File: src/core/ictm_pkg.sv
// Contract
// - A zero-wait read or write bus cycle lasts four clock periods.
// - A slow memory stretches the cycle; each wait state adds one period.
// - Total periods cover the opcode fetch plus every operand read and write.
// - Periods outside read or write cycles are bus idle, spent internally.
// - Effective address calculation uses read cycles only, never a write.
// - Address calculation counts extension fetches, address forming and operand read.
// - (An) and (An)+: 4(1/0), long 8(2/0); no fetch 2(0/0), 4(0/0).
// - -(An): 6(1/0), long 10(2/0); no fetch 4(0/0).
// - (d16,An): 8(2/0), long 12(3/0); no fetch 4(0/0), long 4(1/0).
// - (d8,An,Xn): 10(2/0), long 14(3/0); no fetch 8(1/0).
// - (d16,PC): 8(2/0), long 12(3/0).
// - (d8,PC,Xn): 10(2/0), long 14(3/0).
// - Index register size never changes the period count.
// - Byte/word move: reg-reg 4(1/0), (An)-to-Dn 8(2/0), Dn-to-(An) 8(1/1).
// - Move time includes opcode fetch, source reads and destination writes.
// - Report totals in clock periods with read and write cycle counts.
package ictm_pkg;

    localparam logic [5:0] BUS_PERIODS = 6'h04;
    localparam logic [1:0] PH_FIRST    = 2'h0;
    localparam logic [1:0] PH_LAST     = 2'(BUS_PERIODS - 6'h01);

    localparam logic [1:0] OP_EA   = 2'h0;
    localparam logic [1:0] OP_MOVE = 2'h1;

    localparam logic [3:0] EA_DREG    = 4'h0;
    localparam logic [3:0] EA_AREG    = 4'h1;
    localparam logic [3:0] EA_IND     = 4'h2;
    localparam logic [3:0] EA_POSTINC = 4'h3;
    localparam logic [3:0] EA_PREDEC  = 4'h4;
    localparam logic [3:0] EA_DISP    = 4'h5;
    localparam logic [3:0] EA_INDEX   = 4'h6;
    localparam logic [3:0] EA_ABSW    = 4'h7;
    localparam logic [3:0] EA_ABSL    = 4'h8;
    localparam logic [3:0] EA_PCDISP  = 4'h9;
    localparam logic [3:0] EA_PCINDEX = 4'ha;
    localparam logic [3:0] EA_IMM     = 4'hb;

    typedef enum logic [1:0] {ST_IDLE, ST_READ, ST_INT, ST_WRITE} ictm_state_t;

    typedef struct packed {
        logic [5:0] n;
        logic [2:0] r;
        logic [2:0] w;
        logic       ok;
    } ictm_cost_t;

    // Opcode fetch that every move pays
    localparam ictm_cost_t MOVE_BASE = '{n: 6'h04, r: 3'h1, w: 3'h0, ok: 1'b1};

    function automatic ictm_cost_t ictm_mk(input logic [5:0] n, input logic [2:0] r,
                                           input logic [2:0] w, input logic ok);
        ictm_cost_t c;
        c.n  = n;
        c.r  = r;
        c.w  = w;
        c.ok = ok;
        return c;
    endfunction

    // Address calculation table: reads only, write count always zero
    function automatic ictm_cost_t ictm_ea_cost(input logic [3:0] mode, input logic lng,
                                                input logic fetch);
        ictm_cost_t c;
        c = ictm_mk(6'h00, 3'h0, 3'h0, 1'b0);
        case (mode)
            EA_DREG, EA_AREG: c = ictm_mk(6'h00, 3'h0, 3'h0, fetch);
            EA_IND:     c = fetch ? (lng ? ictm_mk(6'h08, 3'h2, 3'h0, 1'b1) : ictm_mk(6'h04, 3'h1, 3'h0, 1'b1))
                                  : ictm_mk(6'h02, 3'h0, 3'h0, 1'b1);
            EA_POSTINC: c = fetch ? (lng ? ictm_mk(6'h08, 3'h2, 3'h0, 1'b1) : ictm_mk(6'h04, 3'h1, 3'h0, 1'b1))
                                  : ictm_mk(6'h04, 3'h0, 3'h0, 1'b1);
            EA_PREDEC:  c = fetch ? (lng ? ictm_mk(6'h0a, 3'h2, 3'h0, 1'b1) : ictm_mk(6'h06, 3'h1, 3'h0, 1'b1))
                                  : ictm_mk(6'h04, 3'h0, 3'h0, 1'b1);
            EA_DISP:    c = fetch ? (lng ? ictm_mk(6'h0c, 3'h3, 3'h0, 1'b1) : ictm_mk(6'h08, 3'h2, 3'h0, 1'b1))
                                  : (lng ? ictm_mk(6'h04, 3'h1, 3'h0, 1'b1) : ictm_mk(6'h04, 3'h0, 3'h0, 1'b1));
            EA_INDEX:   c = fetch ? (lng ? ictm_mk(6'h0e, 3'h3, 3'h0, 1'b1) : ictm_mk(6'h0a, 3'h2, 3'h0, 1'b1))
                                  : ictm_mk(6'h08, 3'h1, 3'h0, 1'b1);
            EA_ABSW:    c = fetch ? (lng ? ictm_mk(6'h0c, 3'h3, 3'h0, 1'b1) : ictm_mk(6'h08, 3'h2, 3'h0, 1'b1))
                                  : ictm_mk(6'h04, 3'h1, 3'h0, 1'b1);
            EA_ABSL:    c = fetch ? (lng ? ictm_mk(6'h10, 3'h4, 3'h0, 1'b1) : ictm_mk(6'h0c, 3'h3, 3'h0, 1'b1))
                                  : ictm_mk(6'h08, 3'h2, 3'h0, 1'b1);
            EA_PCDISP:  c = lng ? ictm_mk(6'h0c, 3'h3, 3'h0, fetch) : ictm_mk(6'h08, 3'h2, 3'h0, fetch);
            EA_PCINDEX: c = lng ? ictm_mk(6'h0e, 3'h3, 3'h0, fetch) : ictm_mk(6'h0a, 3'h2, 3'h0, fetch);
            EA_IMM:     c = lng ? ictm_mk(6'h08, 3'h2, 3'h0, fetch) : ictm_mk(6'h04, 3'h1, 3'h0, fetch);
            default:    c = ictm_mk(6'h00, 3'h0, 3'h0, 1'b0);
        endcase
        return c;
    endfunction

    // Byte/word move destination: extension reads plus the operand write for memory destinations
    function automatic ictm_cost_t ictm_dst_cost(input logic [3:0] mode);
        ictm_cost_t c;
        case (mode)
            EA_DREG, EA_AREG:             c = ictm_mk(6'h00, 3'h0, 3'h0, 1'b1);
            EA_IND, EA_POSTINC, EA_PREDEC: c = ictm_mk(6'h04, 3'h0, 3'h1, 1'b1);
            EA_DISP, EA_ABSW:             c = ictm_mk(6'h08, 3'h1, 3'h1, 1'b1);
            EA_INDEX:                     c = ictm_mk(6'h0a, 3'h1, 3'h1, 1'b1);
            EA_ABSL:                      c = ictm_mk(6'h0c, 3'h2, 3'h1, 1'b1);
            default:                      c = ictm_mk(6'h00, 3'h0, 3'h0, 1'b0);
        endcase
        return c;
    endfunction

endpackage

File: src/core/ictm_core.sv
module ictm_core
    import ictm_pkg::*;
#(
    parameter int CNT_W = 16
) (
    input  wire logic             clk_sys,
    input  wire logic             rstn,
    input  wire logic             start,
    input  wire logic [1:0]       op,
    input  wire logic [3:0]       src_mode,
    input  wire logic [3:0]       dst_mode,
    input  wire logic             is_long,
    input  wire logic             fetch,
    input  wire logic             mem_ack_n,
    output logic                  busy,
    output logic                  bus_rd,
    output logic                  bus_wr,
    output logic                  bus_idle,
    output logic                  done,
    output logic                  cmd_err,
    output logic [5:0]            nom_periods,
    output logic [2:0]            nom_reads,
    output logic [2:0]            nom_writes,
    output logic [CNT_W-1:0]      total_periods,
    output logic [CNT_W-1:0]      wait_states,
    output logic [2:0]            reads_done,
    output logic [2:0]            writes_done,
    output logic [5:0]            idle_periods
);

    generate
        if (CNT_W < 8) begin : g_chk
            $error("ictm_core: CNT_W must be at least 8");
        end
    endgenerate

    typedef struct packed {
        ictm_state_t      st;
        logic [1:0]       ph;
        logic [2:0]       rd_left;
        logic [5:0]       int_left;
        logic [2:0]       wr_left;
        logic             is_ea;
        logic [5:0]       nom_n;
        logic [2:0]       nom_r;
        logic [2:0]       nom_w;
        logic [CNT_W-1:0] tot;
        logic [CNT_W-1:0] waits;
        logic [2:0]       rds;
        logic [2:0]       wrs;
        logic [5:0]       idle_cnt;
        logic             done;
        logic             err;
        logic [2:0]       sync;
        logic             rdy;
    } ictm_regs_t;

    ictm_regs_t q_reg;
    ictm_regs_t q_next;
    ictm_cost_t cost;
    ictm_cost_t src_c;
    ictm_cost_t dst_c;
    logic       go;
    logic [5:0] idle_nom;

    ////////////////////////////////////////////////////////////////////////////

    // Reads first, then internal work, then writes
    function automatic ictm_state_t ictm_pick(input logic [2:0] r, input logic [5:0] i,
                                              input logic [2:0] w);
        if (r != 3'h0) begin
            return ST_READ;
        end else if (i != 6'h00) begin
            return ST_INT;
        end else if (w != 3'h0) begin
            return ST_WRITE;
        end
        return ST_IDLE;
    endfunction

    assign go = start && (q_reg.st == ST_IDLE);

    // Index size is not an input: the tables never depend on it
    always_comb begin
        src_c = ictm_ea_cost(src_mode, is_long, (op == OP_MOVE) ? 1'b1 : fetch);
        dst_c = ictm_dst_cost(dst_mode);
        cost  = src_c;
        if (op == OP_MOVE) begin
            cost.n  = MOVE_BASE.n + src_c.n + dst_c.n;
            cost.r  = MOVE_BASE.r + src_c.r + dst_c.r;
            cost.w  = dst_c.w;
            // Long moves are outside this model
            cost.ok = src_c.ok && dst_c.ok && !is_long;
        end else if (op == OP_EA) begin
            cost.w = 3'h0;
        end else begin
            cost.ok = 1'b0;
        end
        idle_nom = cost.n - 6'(BUS_PERIODS * 6'({3'h0, cost.r} + {3'h0, cost.w}));
    end

    ////////////////////////////////////////////////////////////////////////////

    always_comb begin
        q_next      = q_reg;
        q_next.done = 1'b0;
        q_next.sync = {q_reg.sync[1:0], ~mem_ack_n};
        // Acknowledge counts only once two stages agree
        if (q_reg.sync[1] == q_reg.sync[2]) begin
            q_next.rdy = q_reg.sync[2];
        end
        if (q_reg.st != ST_IDLE) begin
            q_next.tot = q_reg.tot + 1'b1;
        end
        case (q_reg.st)
            ST_IDLE: begin
                if (go) begin
                    q_next.err = !cost.ok;
                    if (cost.ok) begin
                        q_next.nom_n    = cost.n;
                        q_next.nom_r    = cost.r;
                        q_next.nom_w    = cost.w;
                        q_next.rd_left  = cost.r;
                        q_next.wr_left  = cost.w;
                        q_next.int_left = idle_nom;
                        q_next.is_ea    = (op == OP_EA);
                        q_next.tot      = '0;
                        q_next.waits    = '0;
                        q_next.rds      = 3'h0;
                        q_next.wrs      = 3'h0;
                        q_next.idle_cnt = 6'h00;
                        q_next.ph       = PH_FIRST;
                        q_next.st       = ictm_pick(cost.r, idle_nom, cost.w);
                        q_next.done     = (ictm_pick(cost.r, idle_nom, cost.w) == ST_IDLE);
                    end
                end
            end
            ST_READ, ST_WRITE: begin
                if (q_reg.ph != PH_LAST) begin
                    q_next.ph = q_reg.ph + 2'h1;
                end else if (!q_reg.rdy) begin
                    q_next.waits = q_reg.waits + 1'b1;
                end else begin
                    q_next.ph = PH_FIRST;
                    if (q_reg.st == ST_READ) begin
                        q_next.rd_left = q_reg.rd_left - 3'h1;
                        q_next.rds     = q_reg.rds + 3'h1;
                        q_next.st      = ictm_pick(q_reg.rd_left - 3'h1, q_reg.int_left, q_reg.wr_left);
                    end else begin
                        q_next.wr_left = q_reg.wr_left - 3'h1;
                        q_next.wrs     = q_reg.wrs + 3'h1;
                        q_next.st      = ictm_pick(3'h0, 6'h00, q_reg.wr_left - 3'h1);
                    end
                    q_next.done = (q_next.st == ST_IDLE);
                end
            end
            ST_INT: begin
                q_next.int_left = q_reg.int_left - 6'h01;
                q_next.idle_cnt = q_reg.idle_cnt + 6'h01;
                q_next.st       = ictm_pick(3'h0, q_reg.int_left - 6'h01, q_reg.wr_left);
                q_next.done     = (q_next.st == ST_IDLE);
            end
            default: begin
                q_next.st = ST_IDLE;
            end
        endcase
    end

    always_ff @(posedge clk_sys or negedge rstn) begin
        if (!rstn) begin
            q_reg <= '0;
        end else begin
            q_reg <= q_next;
        end
    end

    ////////////////////////////////////////////////////////////////////////////

    assign busy          = (q_reg.st != ST_IDLE);
    assign bus_rd        = (q_reg.st == ST_READ);
    assign bus_wr        = (q_reg.st == ST_WRITE);
    assign bus_idle      = (q_reg.st == ST_INT);
    assign done          = q_reg.done;
    assign cmd_err       = q_reg.err;
    assign nom_periods   = q_reg.nom_n;
    assign nom_reads     = q_reg.nom_r;
    assign nom_writes    = q_reg.nom_w;
    assign total_periods = q_reg.tot;
    assign wait_states   = q_reg.waits;
    assign reads_done    = q_reg.rds;
    assign writes_done   = q_reg.wrs;
    assign idle_periods  = q_reg.idle_cnt;
endmodule

File: config.mk
export PLATFORM = sky130hd
export DESIGN_NAME = ictm_core
export DESIGN_NICKNAME = d
export VERILOG_FILES = /design/src/core/ictm_pkg.sv /design/src/core/ictm_core.sv
export SDC_FILE = /design/constraint.sdc
export NUM_CORES = 1
export LEC_CHECK = 0
export ABC_AREA = 1
export BUFFER_PORTS_ARGS = -buffer_cell sky130_fd_sc_hd__buf_2
export CAP_MARGIN = 20
export CORE_UTILIZATION = 60
export CTS_CLUSTER_DIAMETER = 120
export DETAILED_ROUTE_END_ITERATION = 7
export PLACE_DENSITY_LB_ADDON = 0.05
export SLEW_MARGIN = 10
export SYNTH_ARGS = -nofsm -noshare
export SYNTH_HDL_FRONTEND = slang
export SYNTH_SLANG_ARGS = --single-unit
export TNS_END_PERCENT = 100
File: constraint.sdc
create_clock -name clk_sys -period 4.73 [get_ports clk_sys]
set_input_delay 0.473 -clock clk_sys [delete_from_list [all_inputs] [get_ports clk_sys]]
set_output_delay 0.473 -clock clk_sys [all_outputs]
set_load 0.05 [all_outputs]
==> reports/results.txt, run 1 <==
Status - finished, final reports clean
Ys Warns - 0
Worst slew margin - 0.360
Max reg flops - 18
GR Overflow Total - 0
Slew @ Worst Pin - 959 ps
Lkg Pwr - 3.03 nW
Req. time, crit path - 4970 ps
Area growth from synthesis to layout - 4.48%
RePlAce Congestion - 0.906
Cell taking the most area after synthesis - dfrtp_1
Post-CTS Resized - 0
DRT Pass-1 Iters - 5
Vias/cell - 5.30
Largest net degree at the start of global routing - 76
PD cells - 574 nW/um^2
CP endpoint kind - flip-flop
Syn Inst Count - 708
Routed wire length - 10,800 um
Fmax - 264 MHz
Vias in the first global route - 4,258
Post-route setup slack - 944 ps
Via Count - 4,466
VDD IR max - 0.000352 V
Drt wl/cell - 12.9 um
Critical Path Max Stage Delay - 410 ps
Total global-route track usage - 0.241
Post-CTS Setup Repair Bufs - 0
Root Buffer - clkbuf_8
Worst r2r path cells - 8
Iter 0 DRT Violations - 147
# rows - 34
Fin Setup TNS - 0 ps
Htree depth - 3
First-pass GRT wire length - 18,800 um
Top cells by count, synth - nand2_1, inv_1, dfrtp_1, buf_4, nor2_1
Post-synthesis instance area - 5470 um^2
Final Setup Violations - 0
CP endpoint - q_reg[78]$_DFFE_PN0P_
Inserted Clock Buffers - 9
CP arrival - 4020 ps
Clock transition at path regs - 80 ps
Hold crit path type - input port to asynchronous set/reset pin
Io pins - 78
ANT cells - 0
Crit Path Class - input port to flip-flop
# DRC - 0
Initial core utilization - 0.625
Slowest cell on crit path - fa_1
Maximum clock path buffer count - 2
Post-route ant nets - 0
Crit Path Max Fanout - 10
CTS tree - yes
Reg-to-Reg End - q_reg[77]$_DFFE_PN0P_
CTS Sinks - 75
Final Cycle Share - 0.800
Largest cells by area after synthesis - dfrtp_1, nand2_1, buf_4
Seq cells post-synth - 75
Worst skew pair latency - 350 ps
Mean post-synth cell area - 7.73 um^2
Post-synth top area share - 0.343
Die ar. - 9510 um^2
Core ar. - 8760 um^2
Top_reg_cell synth - dfrtp_1
Setup Skew - 10.8 ps
Synth cell types - 44
Die height - 97.5 um
Hold Vio Cnt, Final - 0
PortBufs - 74
Post-synth ARST share - 1.00
Crit path time final - 3790 ps
Crit Reg-Reg Startpoint - q_reg[77]$_DFFE_PN0P_
Share of post-route cells with drive strength above 1 - 0.206
Layout Nets - 777
Most used cell, CP - nand2_1
RSZ-0062 raised after global routing - false
Top-count cell post-synth - nand2_1
Place WS - 641 ps
Crit path from - op[1]
Floorplan die width - 97.5 um
Post-synthesis sequential area ratio - 0.343
Max-cap violations - 0
Crit start category - input port
Hpwl dp - 8140 um
Fin. max-slew vios - 0
Hold_buf cts - 0
Initial antenna violation count - 0
EDFF count, synth - 0
Reg2reg setup slack - 2300 ps
[worst max-delay path: cells and delay by family]
| family | cells | cell delay (ps) |
|---|---|---|
| adder cells (fa/ha/maj) | 4 | 1080 |
| AND/OR/NAND/NOR | 17 | 1680 |
| buffers and inverters | 6 | 490 |
| AO/OA/AOI/OAI | 2 | 290 |
[placed cells by master, fill, tap and decap left out, types with 11 or more instances in the layout]
master and instances:
o31ai_1 12, nor2_1 50, buf_2 73, nand2_1 145, nand3_1 47, nand4_1 12
xnor2_1 11, inv_1 89, nor3_1 14, a21oi_1 24, xor2_1 12, o21ai_1 12
dfrtp_1 75, ha_1 29, o21ai_0 29
[layout make-up]
| cell class | count | area, um^2 |
|---|---|---|
| well taps | 108 | 135 |
| inverters | 101 | 382 |
| flip-flops and latches | 75 | 1880 |
| multi-input cells | 467 | 2720 |
| clock inverters | 5 | 83.8 |
| repair buffers | 75 | 380 |
| clock buffers | 11 | 141 |
| fillers | 759 | 3050 |
[per-layer routing]
metal	part of all wire	vias to the layer above	global-route usage
met4	0.014	0	0.0724
met2	0.47	91	0.410
li1	-	2262	-
met3	0.039	15	0.0468
met5	0	-	0
met1	0.47	2098	0.311
[stage by stage]
stage	total power, mW	cell area, um^2	utilization	hold slack (ps)	cells
after floorplan	2.53	5480	-	177	710
after global placement	2.69	5490	0.627	335	826
after detailed placement	2.73	5490	0.627	345	826
after CTS	3.31	5720	0.652	239	842
after global routing	3.55	5720	0.652	228	842
final	3.28	5720	0.652	248	842
[report_power, final]
group	switching (mW)	leakage, nW	internal, mW
logic	1.29	1.94	0.487
registers	0.135	0.984	0.815
clock network	0.244	0.106	0.314
[worst min-delay path by stage]
stage,start,end,slack (ps),depth (start not counted)
after floorplan,rstn,cmd_err$_DFFE_PN0P_,180,0
after global placement,q_next[2]$_DFF_PN0_,q_next[3]$_DFF_PN0_,330,0
after detailed placement,q_next[2]$_DFF_PN0_,q_next[3]$_DFF_PN0_,340,0
after CTS,mem_ack_n,q_next[2]$_DFF_PN0_,240,2
after global routing,mem_ack_n,q_next[2]$_DFF_PN0_,230,2
final,rstn,total_periods[11]$_DFF_PN0_,250,1
[kinds of logic (layout without fill, tap and decap cells)]
family	count (synthesis)	in the layout	share of synthesized area
AOI/OAI and AO/OA	94	94	0.102
xor gates and xnor gates	23	23	0.0368
adders and majority gates	33	33	0.0791
buffers and inverters	168	192	0.162
DFF	75	75	0.343
other	1	3	0.000685
and+or+nand+nor	314	314	0.277
Note: power is estimated with default switching activity, not from simulation.
==> inputs of run 2 (changes only) <==
--- a/config.mk
+++ b/config.mk
@@ -5,10 +5,10 @@
 export SDC_FILE = /design/constraint.sdc
 export NUM_CORES = 1
 export LEC_CHECK = 0
-export ABC_AREA = 1
+export ABC_AREA = 0
 export BUFFER_PORTS_ARGS = -buffer_cell sky130_fd_sc_hd__buf_2
 export CAP_MARGIN = 20
-export CORE_UTILIZATION = 60
+export CORE_UTILIZATION = 53
 export CTS_CLUSTER_DIAMETER = 120
 export DETAILED_ROUTE_END_ITERATION = 7
 export PLACE_DENSITY_LB_ADDON = 0.05
==> constraint.sdc (replaced) <==
create_clock -name clk_sys -period 3.25 [get_ports clk_sys]
set_input_delay 0.325 -clock clk_sys [delete_from_list [all_inputs] [get_ports clk_sys]]
set_output_delay 0.325 -clock clk_sys [all_outputs]
set_load 0.05 [all_outputs]
==> run 2 against run 1 <==
Net effect:
- via count decreased by 0.16%
- critical path type unchanged
- cell area rose by 12%
- non-clock buffer count increased by 74
- global-route usage increased by 0.84 points
- highest routed layer unchanged
- the run now ends with negative setup slack left
==> reports/results.txt, run 2 <==
Status - finished with violations
Violated checks - negative setup slack
Iter 0 DRT Violations - 208
Crit Path Max Fanout - 6
Clock transition at path regs - 80 ps
Ys Warns - 0
GR Overflow Total - 0
VDD IR max - 0.000366 V
CP arrival - 3840 ps
Crit start category - input port
Max-cap violations - 0
Post-route ant nets - 0
Htree depth - 3
PD cells - 674 nW/um^2
Top_reg_cell synth - dfrtp_1
# rows - 36
Worst r2r path cells - 7
Fmax - 278 MHz
Commonest non-fill, non-tap cell in the layout - dfrtp_1
Core ar. - 9730 um^2
Top cells by count, synth - dfrtp_1, nand2_1, buf_4, nor2_1, o21ai_0
Vias/cell - 5.44
Req. time, crit path - 3490 ps
RePlAce Congestion - 0.970
Hold_buf cts - 0
EDFF count, synth - 0
Mean post-synth cell area - 8.88 um^2
Layout Nets - 730
Die height - 102 um
ANT cells - 0
Floorplan die width - 102 um
Crit Path Class - input port to flip-flop
Initial antenna violation count - 0
Io pins - 78
Top-count cell post-synth - dfrtp_1
Total global-route track usage - 0.250
Post-synth ARST share - 1.00
Maximum clock path buffer count - 2
Largest cells by area after synthesis - dfrtp_1, buf_4, ha_1
Most frequent cells in the layout - dfrtp_1, buf_4, buf_2
Fin. max-slew vios - 0
Seq cells post-synth - 75
# DRC - 0
Area growth from synthesis to layout - 20.0%
PortBufs - 74
Setup Skew - 12.9 ps
Worst slew margin - 0.354
Syn Inst Count - 599
Via Count - 4,459
Crit path time final - 3600 ps
Inserted Clock Buffers - 9
Root Buffer - clkbuf_8
CTS Sinks - 75
RSZ-0062 raised after global routing - true
First-pass GRT wire length - 20,000 um
Vias in the first global route - 4,099
Share of post-route cells with drive strength above 1 - 0.332
CP endpoint kind - flip-flop
Hold Vio Cnt, Final - 0
Hold crit path type - input port to asynchronous set/reset pin
CTS tree - yes
Place WS - -892 ps
Lkg Pwr - 3.13 nW
Largest net degree at the start of global routing - 76
Post-synthesis instance area - 5320 um^2
Slew @ Worst Pin - 970 ps
Initial core utilization - 0.547
Drt wl/cell - 15.3 um
Hpwl dp - 9210 um
Max reg flops - 18
Final Setup Violations - 4
Synth cell types - 74
DRT Pass-1 Iters - 6
Final Cycle Share - 1.11
Die ar. - 10,400 um^2
Post-synthesis sequential area ratio - 0.353
Post-synth top area share - 0.353
Hold Slack - 91.0 ps
Routed wire length - 12,500 um
Post-route setup slack - -345 ps
Cell taking the most area after synthesis - dfrtp_1
Worst skew pair latency - 360 ps
-- run 2: cell count changes after synthesis, sizes merged, moves of 6 or more --
cell    delta
buf        +9
or2        -6
a21o       +7
nor2b      +9
nand2     -99
inv       -72
xnor2      +8
o31ai     -10
nand3     -20
or3        +7
nand2b     +6
-- run 2: cells by family after synthesis --
| logic type | after synthesis | share of synthesized area |
|---|---|---|
| fa+ha+maj | 33 | 0.0814 |
| simple gates | 222 | 0.216 |
| mux | 7 | 0.0139 |
| other cells | 1 | 0.000705 |
| flops | 75 | 0.353 |
| compound gates | 118 | 0.154 |
| buf+inv | 107 | 0.122 |
| xor+xnor | 36 | 0.0593 |
-- run 2: critical path: stages --
cell      delay [ps]
buf_8            100
nor2b_4          240
o21ai_2          120
buf_6            130
o211ai_1         190
o211ai_1         200
ha_1             370
fa_2             560
mux2i_4           90
fa_1             440
xor2_1           210
nand3_1          120
nand2b_1         180
nor3b_1          270
mux2i_2          120
nand3_1          110
a22oi_2           50
-- run 2: stage by stage --
step           cells  power, mW  setup TNS (ps)  cell area (um^2)   util
6_report         819       4.30           -1200              6390  0.656
3_5_place_dp     794       3.49           -3920              5910  0.607
4_1_cts          816       4.28            -823              6280  0.645
3_3_place_gp     794       3.44           -3030              5910  0.607
5_1_grt          819       4.59           -1920              6390  0.656
2_1_floorplan    601       3.15           -1390              5450      -
-- run 2: repair_timing --
action / CTS / global route
gates cloned: 1 / 0
endpoints found under the setup margin: 4 / 4
pin swaps: 20 / 23
gates resized for setup: 23 / 16
setup buffers: 7 / 3
-- run 2: layer usage --
layer,wire [um],global-route usage,part of all wire,vias to the layer above
li1,-,-,-,2187
met1,5920,0.354,0.47,2122
met2,5820,0.387,0.46,125
met3,628,0.0451,0.050,25
met4,159,0.0769,0.013,0
met5,0,0,0,-
-- run 2: final cells by class --
cell class	count	area, um^2
well taps	133	166
clock inverters	4	51.3
inverters	28	105
clock buffers	11	141
repair buffers	149	1020
flip-flops and latches	75	1880
fillers	799	3340
multi-input cells	419	3020
-- run 2: path summary, 6_finish.rpt --
path | startpoint | end | slack, ps
min in group clk_sys | mem_ack_n | q_next[2]$_DFF_PN0_ | 100
setup / recovery | op[1] | q_reg[78]$_DFFE_PN0P_ | -350
hold reg to reg | q_next[2]$_DFF_PN0_ | q_next[3]$_DFF_PN0_ | 350
max in group asynchronous | rstn | writes_done[2]$_DFFE_PN0P_ | 2490
hold / removal | rstn | nom_periods[3]$_DFFE_PN0P_ | 90
setup reg to reg | q_reg[78]$_DFFE_PN0P_ | wait_states[4]$_DFFE_PN0P_ | 780
-- run 2: power breakdown --
group	internal, mW	switching [mW]	leakage, nW
registers	1.17	0.217	0.990
clock network	0.372	0.350	0.0954
logic	0.708	1.49	2.04
total	2.25	2.05	3.13
==> inputs of run 3 (changes only) <==
--- a/config.mk
+++ b/config.mk
@@ -6,11 +6,12 @@
 export NUM_CORES = 1
 export LEC_CHECK = 0
 export ABC_AREA = 0
-export BUFFER_PORTS_ARGS = -buffer_cell sky130_fd_sc_hd__buf_2
 export CAP_MARGIN = 20
-export CORE_UTILIZATION = 53
+export CORE_ASPECT_RATIO = 1.4
+export CORE_UTILIZATION = 58
 export CTS_CLUSTER_DIAMETER = 120
 export DETAILED_ROUTE_END_ITERATION = 7
+export DONT_BUFFER_PORTS = 1
 export PLACE_DENSITY_LB_ADDON = 0.05
 export SLEW_MARGIN = 10
 export SYNTH_ARGS = -nofsm -noshare
==> run 3 against run 2 <==
Net effect:
- the flow still finishes with violations (negative setup slack)
- global-route usage is 0.90 points higher
- combinational power fell by 34%
- via count fell by 7.9%
- utilization fell by 0.24 points
- first-iteration DRC count increased by 1.4%
==> reports/results.txt, run 3 (synthesis results as in run 2) <==
Share of post-route cells with drive strength above 1 - 0.222
CTS Sinks - 75
Crit start category - input port
RePlAce Congestion - 0.917
Commonest non-fill, non-tap cell in the layout - dfrtp_1
Fmax - 287 MHz
Via Count - 4,107
Maximum clock path buffer count - 2
Place WS - -710 ps
Crit path time final - 3480 ps
Initial antenna violation count - 0
Violated checks - negative setup slack
Req. time, crit path - 3510 ps
Most frequent cells in the layout - dfrtp_1, nand2_1, nor2_1
PD cells - 763 nW/um^2
Post-route setup slack - -234 ps
Slew @ Worst Pin - 966 ps
Area growth from synthesis to layout - 10.3%
Setup Skew - 8.22 ps
Crit Path Max Fanout - 6
RSZ-0062 raised after global routing - true
Hold Vio Cnt, Final - 0
Layout Nets - 632
Largest net degree at the start of global routing - 76
Worst slew margin - 0.353
# rows - 41
# DRC - 0
Root Buffer - clkbuf_16
Io pins - 78
Hpwl dp - 8710 um
Crit Path Class - input port to flip-flop
CP arrival - 3740 ps
Drt wl/cell - 17.3 um
Status - finished with violations
Clock transition at path regs - 60 ps
Pwr Total - 4.48 mW
Worst skew pair latency - 340 ps
Vias/cell - 5.90
GR Overflow Total - 0
Routed wire length - 12,100 um
Max reg flops - 18
Hold crit path type - input port to flip-flop
Fill cells - 723
Htree depth - 3
Die ar. - 9570 um^2
CP endpoint kind - flip-flop
PortBufs - 0
Max-cap violations - 0
Iter 0 DRT Violations - 211
Initial core utilization - 0.593
Total global-route track usage - 0.259
DRT Pass-1 Iters - 4
VDD IR max - 0.000536 V
First-pass GRT wire length - 19,600 um
Floorplan die width - 82.9 um
CTS tree - yes
Final Cycle Share - 1.07
ANT cells - 0
Inserted Clock Buffers - 9
Final Setup Violations - 4
Die height - 115 um
Fin. max-slew vios - 0
Lkg Pwr - 2.70 nW
Core ar. - 8980 um^2
Post-route ant nets - 0
Vias in the first global route - 4,006
-- run 3: changes by cell type in the layout (fill, tap and decap cells not counted), sizes merged --
| cell | before | now |
|---|---|---|
| buf | 148 | 50 |
| bufbuf | 1 | 0 |
| bufinv | 1 | 2 |
| clkbuf | 11 | 10 |
| clkinvlp | 1 | 0 |
| dlygate4sd3 | 0 | 1 |
| inv | 28 | 30 |
-- run 3: repair_timing --
item / 4_1_cts / 5_1_grt
buffers inserted: 3 / 2
endpoints found under the hold margin: 75 / 0
hold buffers: 2 / 0
pin swaps: 17 / 19
endpoints found under the setup margin: 4 / 4
gates resized for setup: 14 / 10
-- run 3: cell type report --
cell class | count | area (um^2) | area share
multi-input combinational | 419 | 3020 | 0.515
sequential | 75 | 1880 | 0.320
timing repair buffer | 51 | 405 | 0.0691
clock buffer | 10 | 229 | 0.0390
tap | 107 | 134 | 0.0228
inverter | 28 | 105 | 0.0179
clock inverter | 6 | 97.6 | 0.0166
-- run 3: critical path, stage by stage --
cell       delay, ps
nor2b_4          250
o22ai_2          130
nand2_1           90
o221ai_2         110
a2bb2oi_2        160
ha_1             260
inv_1             70
ha_2             190
fa_2             460
mux2i_4          200
inv_1             70
ha_1             340
a221oi_4         310
xnor2_2          150
and3b_1          200
mux2i_1          180
nand3_1          100
a22oi_1          140
-- run 3: worst paths after layout --
| check | to | cells after the start | slack (ps) | start |
|---|---|---|---|---|
| setup / recovery | q_reg[78]$_DFFE_PN0P_ | 18 | -230 | op[0] |
| hold / removal | q_next[2]$_DFF_PN0_ | 1 | 40 | mem_ack_n |
| setup reg to reg | wait_states[14]$_DFFE_PN0P_ | 7 | 770 | wait_states[3]$_DFFE_PN0P_ |
| hold reg to reg | q_next[3]$_DFF_PN0_ | 0 | 360 | q_next[2]$_DFF_PN0_ |
| max in group asynchronous | nom_writes[0]$_DFFE_PN0P_ | 2 | 2340 | rstn |
| min in group asynchronous | nom_reads[0]$_DFFE_PN0P_ | 2 | 570 | rstn |
-- run 3: layer usage --
metal	vias up	share of wire	track usage	routed length [um]
met5	-	0	0	0
met4	0	0.012	0.0839	141
met3	13	0.044	0.0560	532
met2	115	0.54	0.483	6460
met1	1990	0.41	0.293	4930
li1	1989	-	-	-
-- run 3: report_power, final --
| group | switching, mW | total [mW] | internal (mW) |
|---|---|---|---|
| combinational | 0.870 | 1.46 | 0.588 |
| clock | 0.404 | 1.09 | 0.683 |
| sequential | 0.780 | 1.94 | 1.16 |
-- run 3: per-stage QoR --
| stage | util | area, um^2 | std cells | hold slack [ps] | TNS [ps] |
|---|---|---|---|---|---|
| after global placement | 0.596 | 5350 | 674 | 32.6 | -2220 |
| after global routing | 0.654 | 5870 | 696 | 26.6 | -1520 |
| after CTS | 0.646 | 5800 | 694 | 32.6 | -534 |
| after detailed placement | 0.596 | 5350 | 674 | 33.0 | -3040 |
| final | 0.654 | 5870 | 696 | 44.4 | -762 |
| after floorplan | - | 5450 | 601 | 29.4 | -1390 |
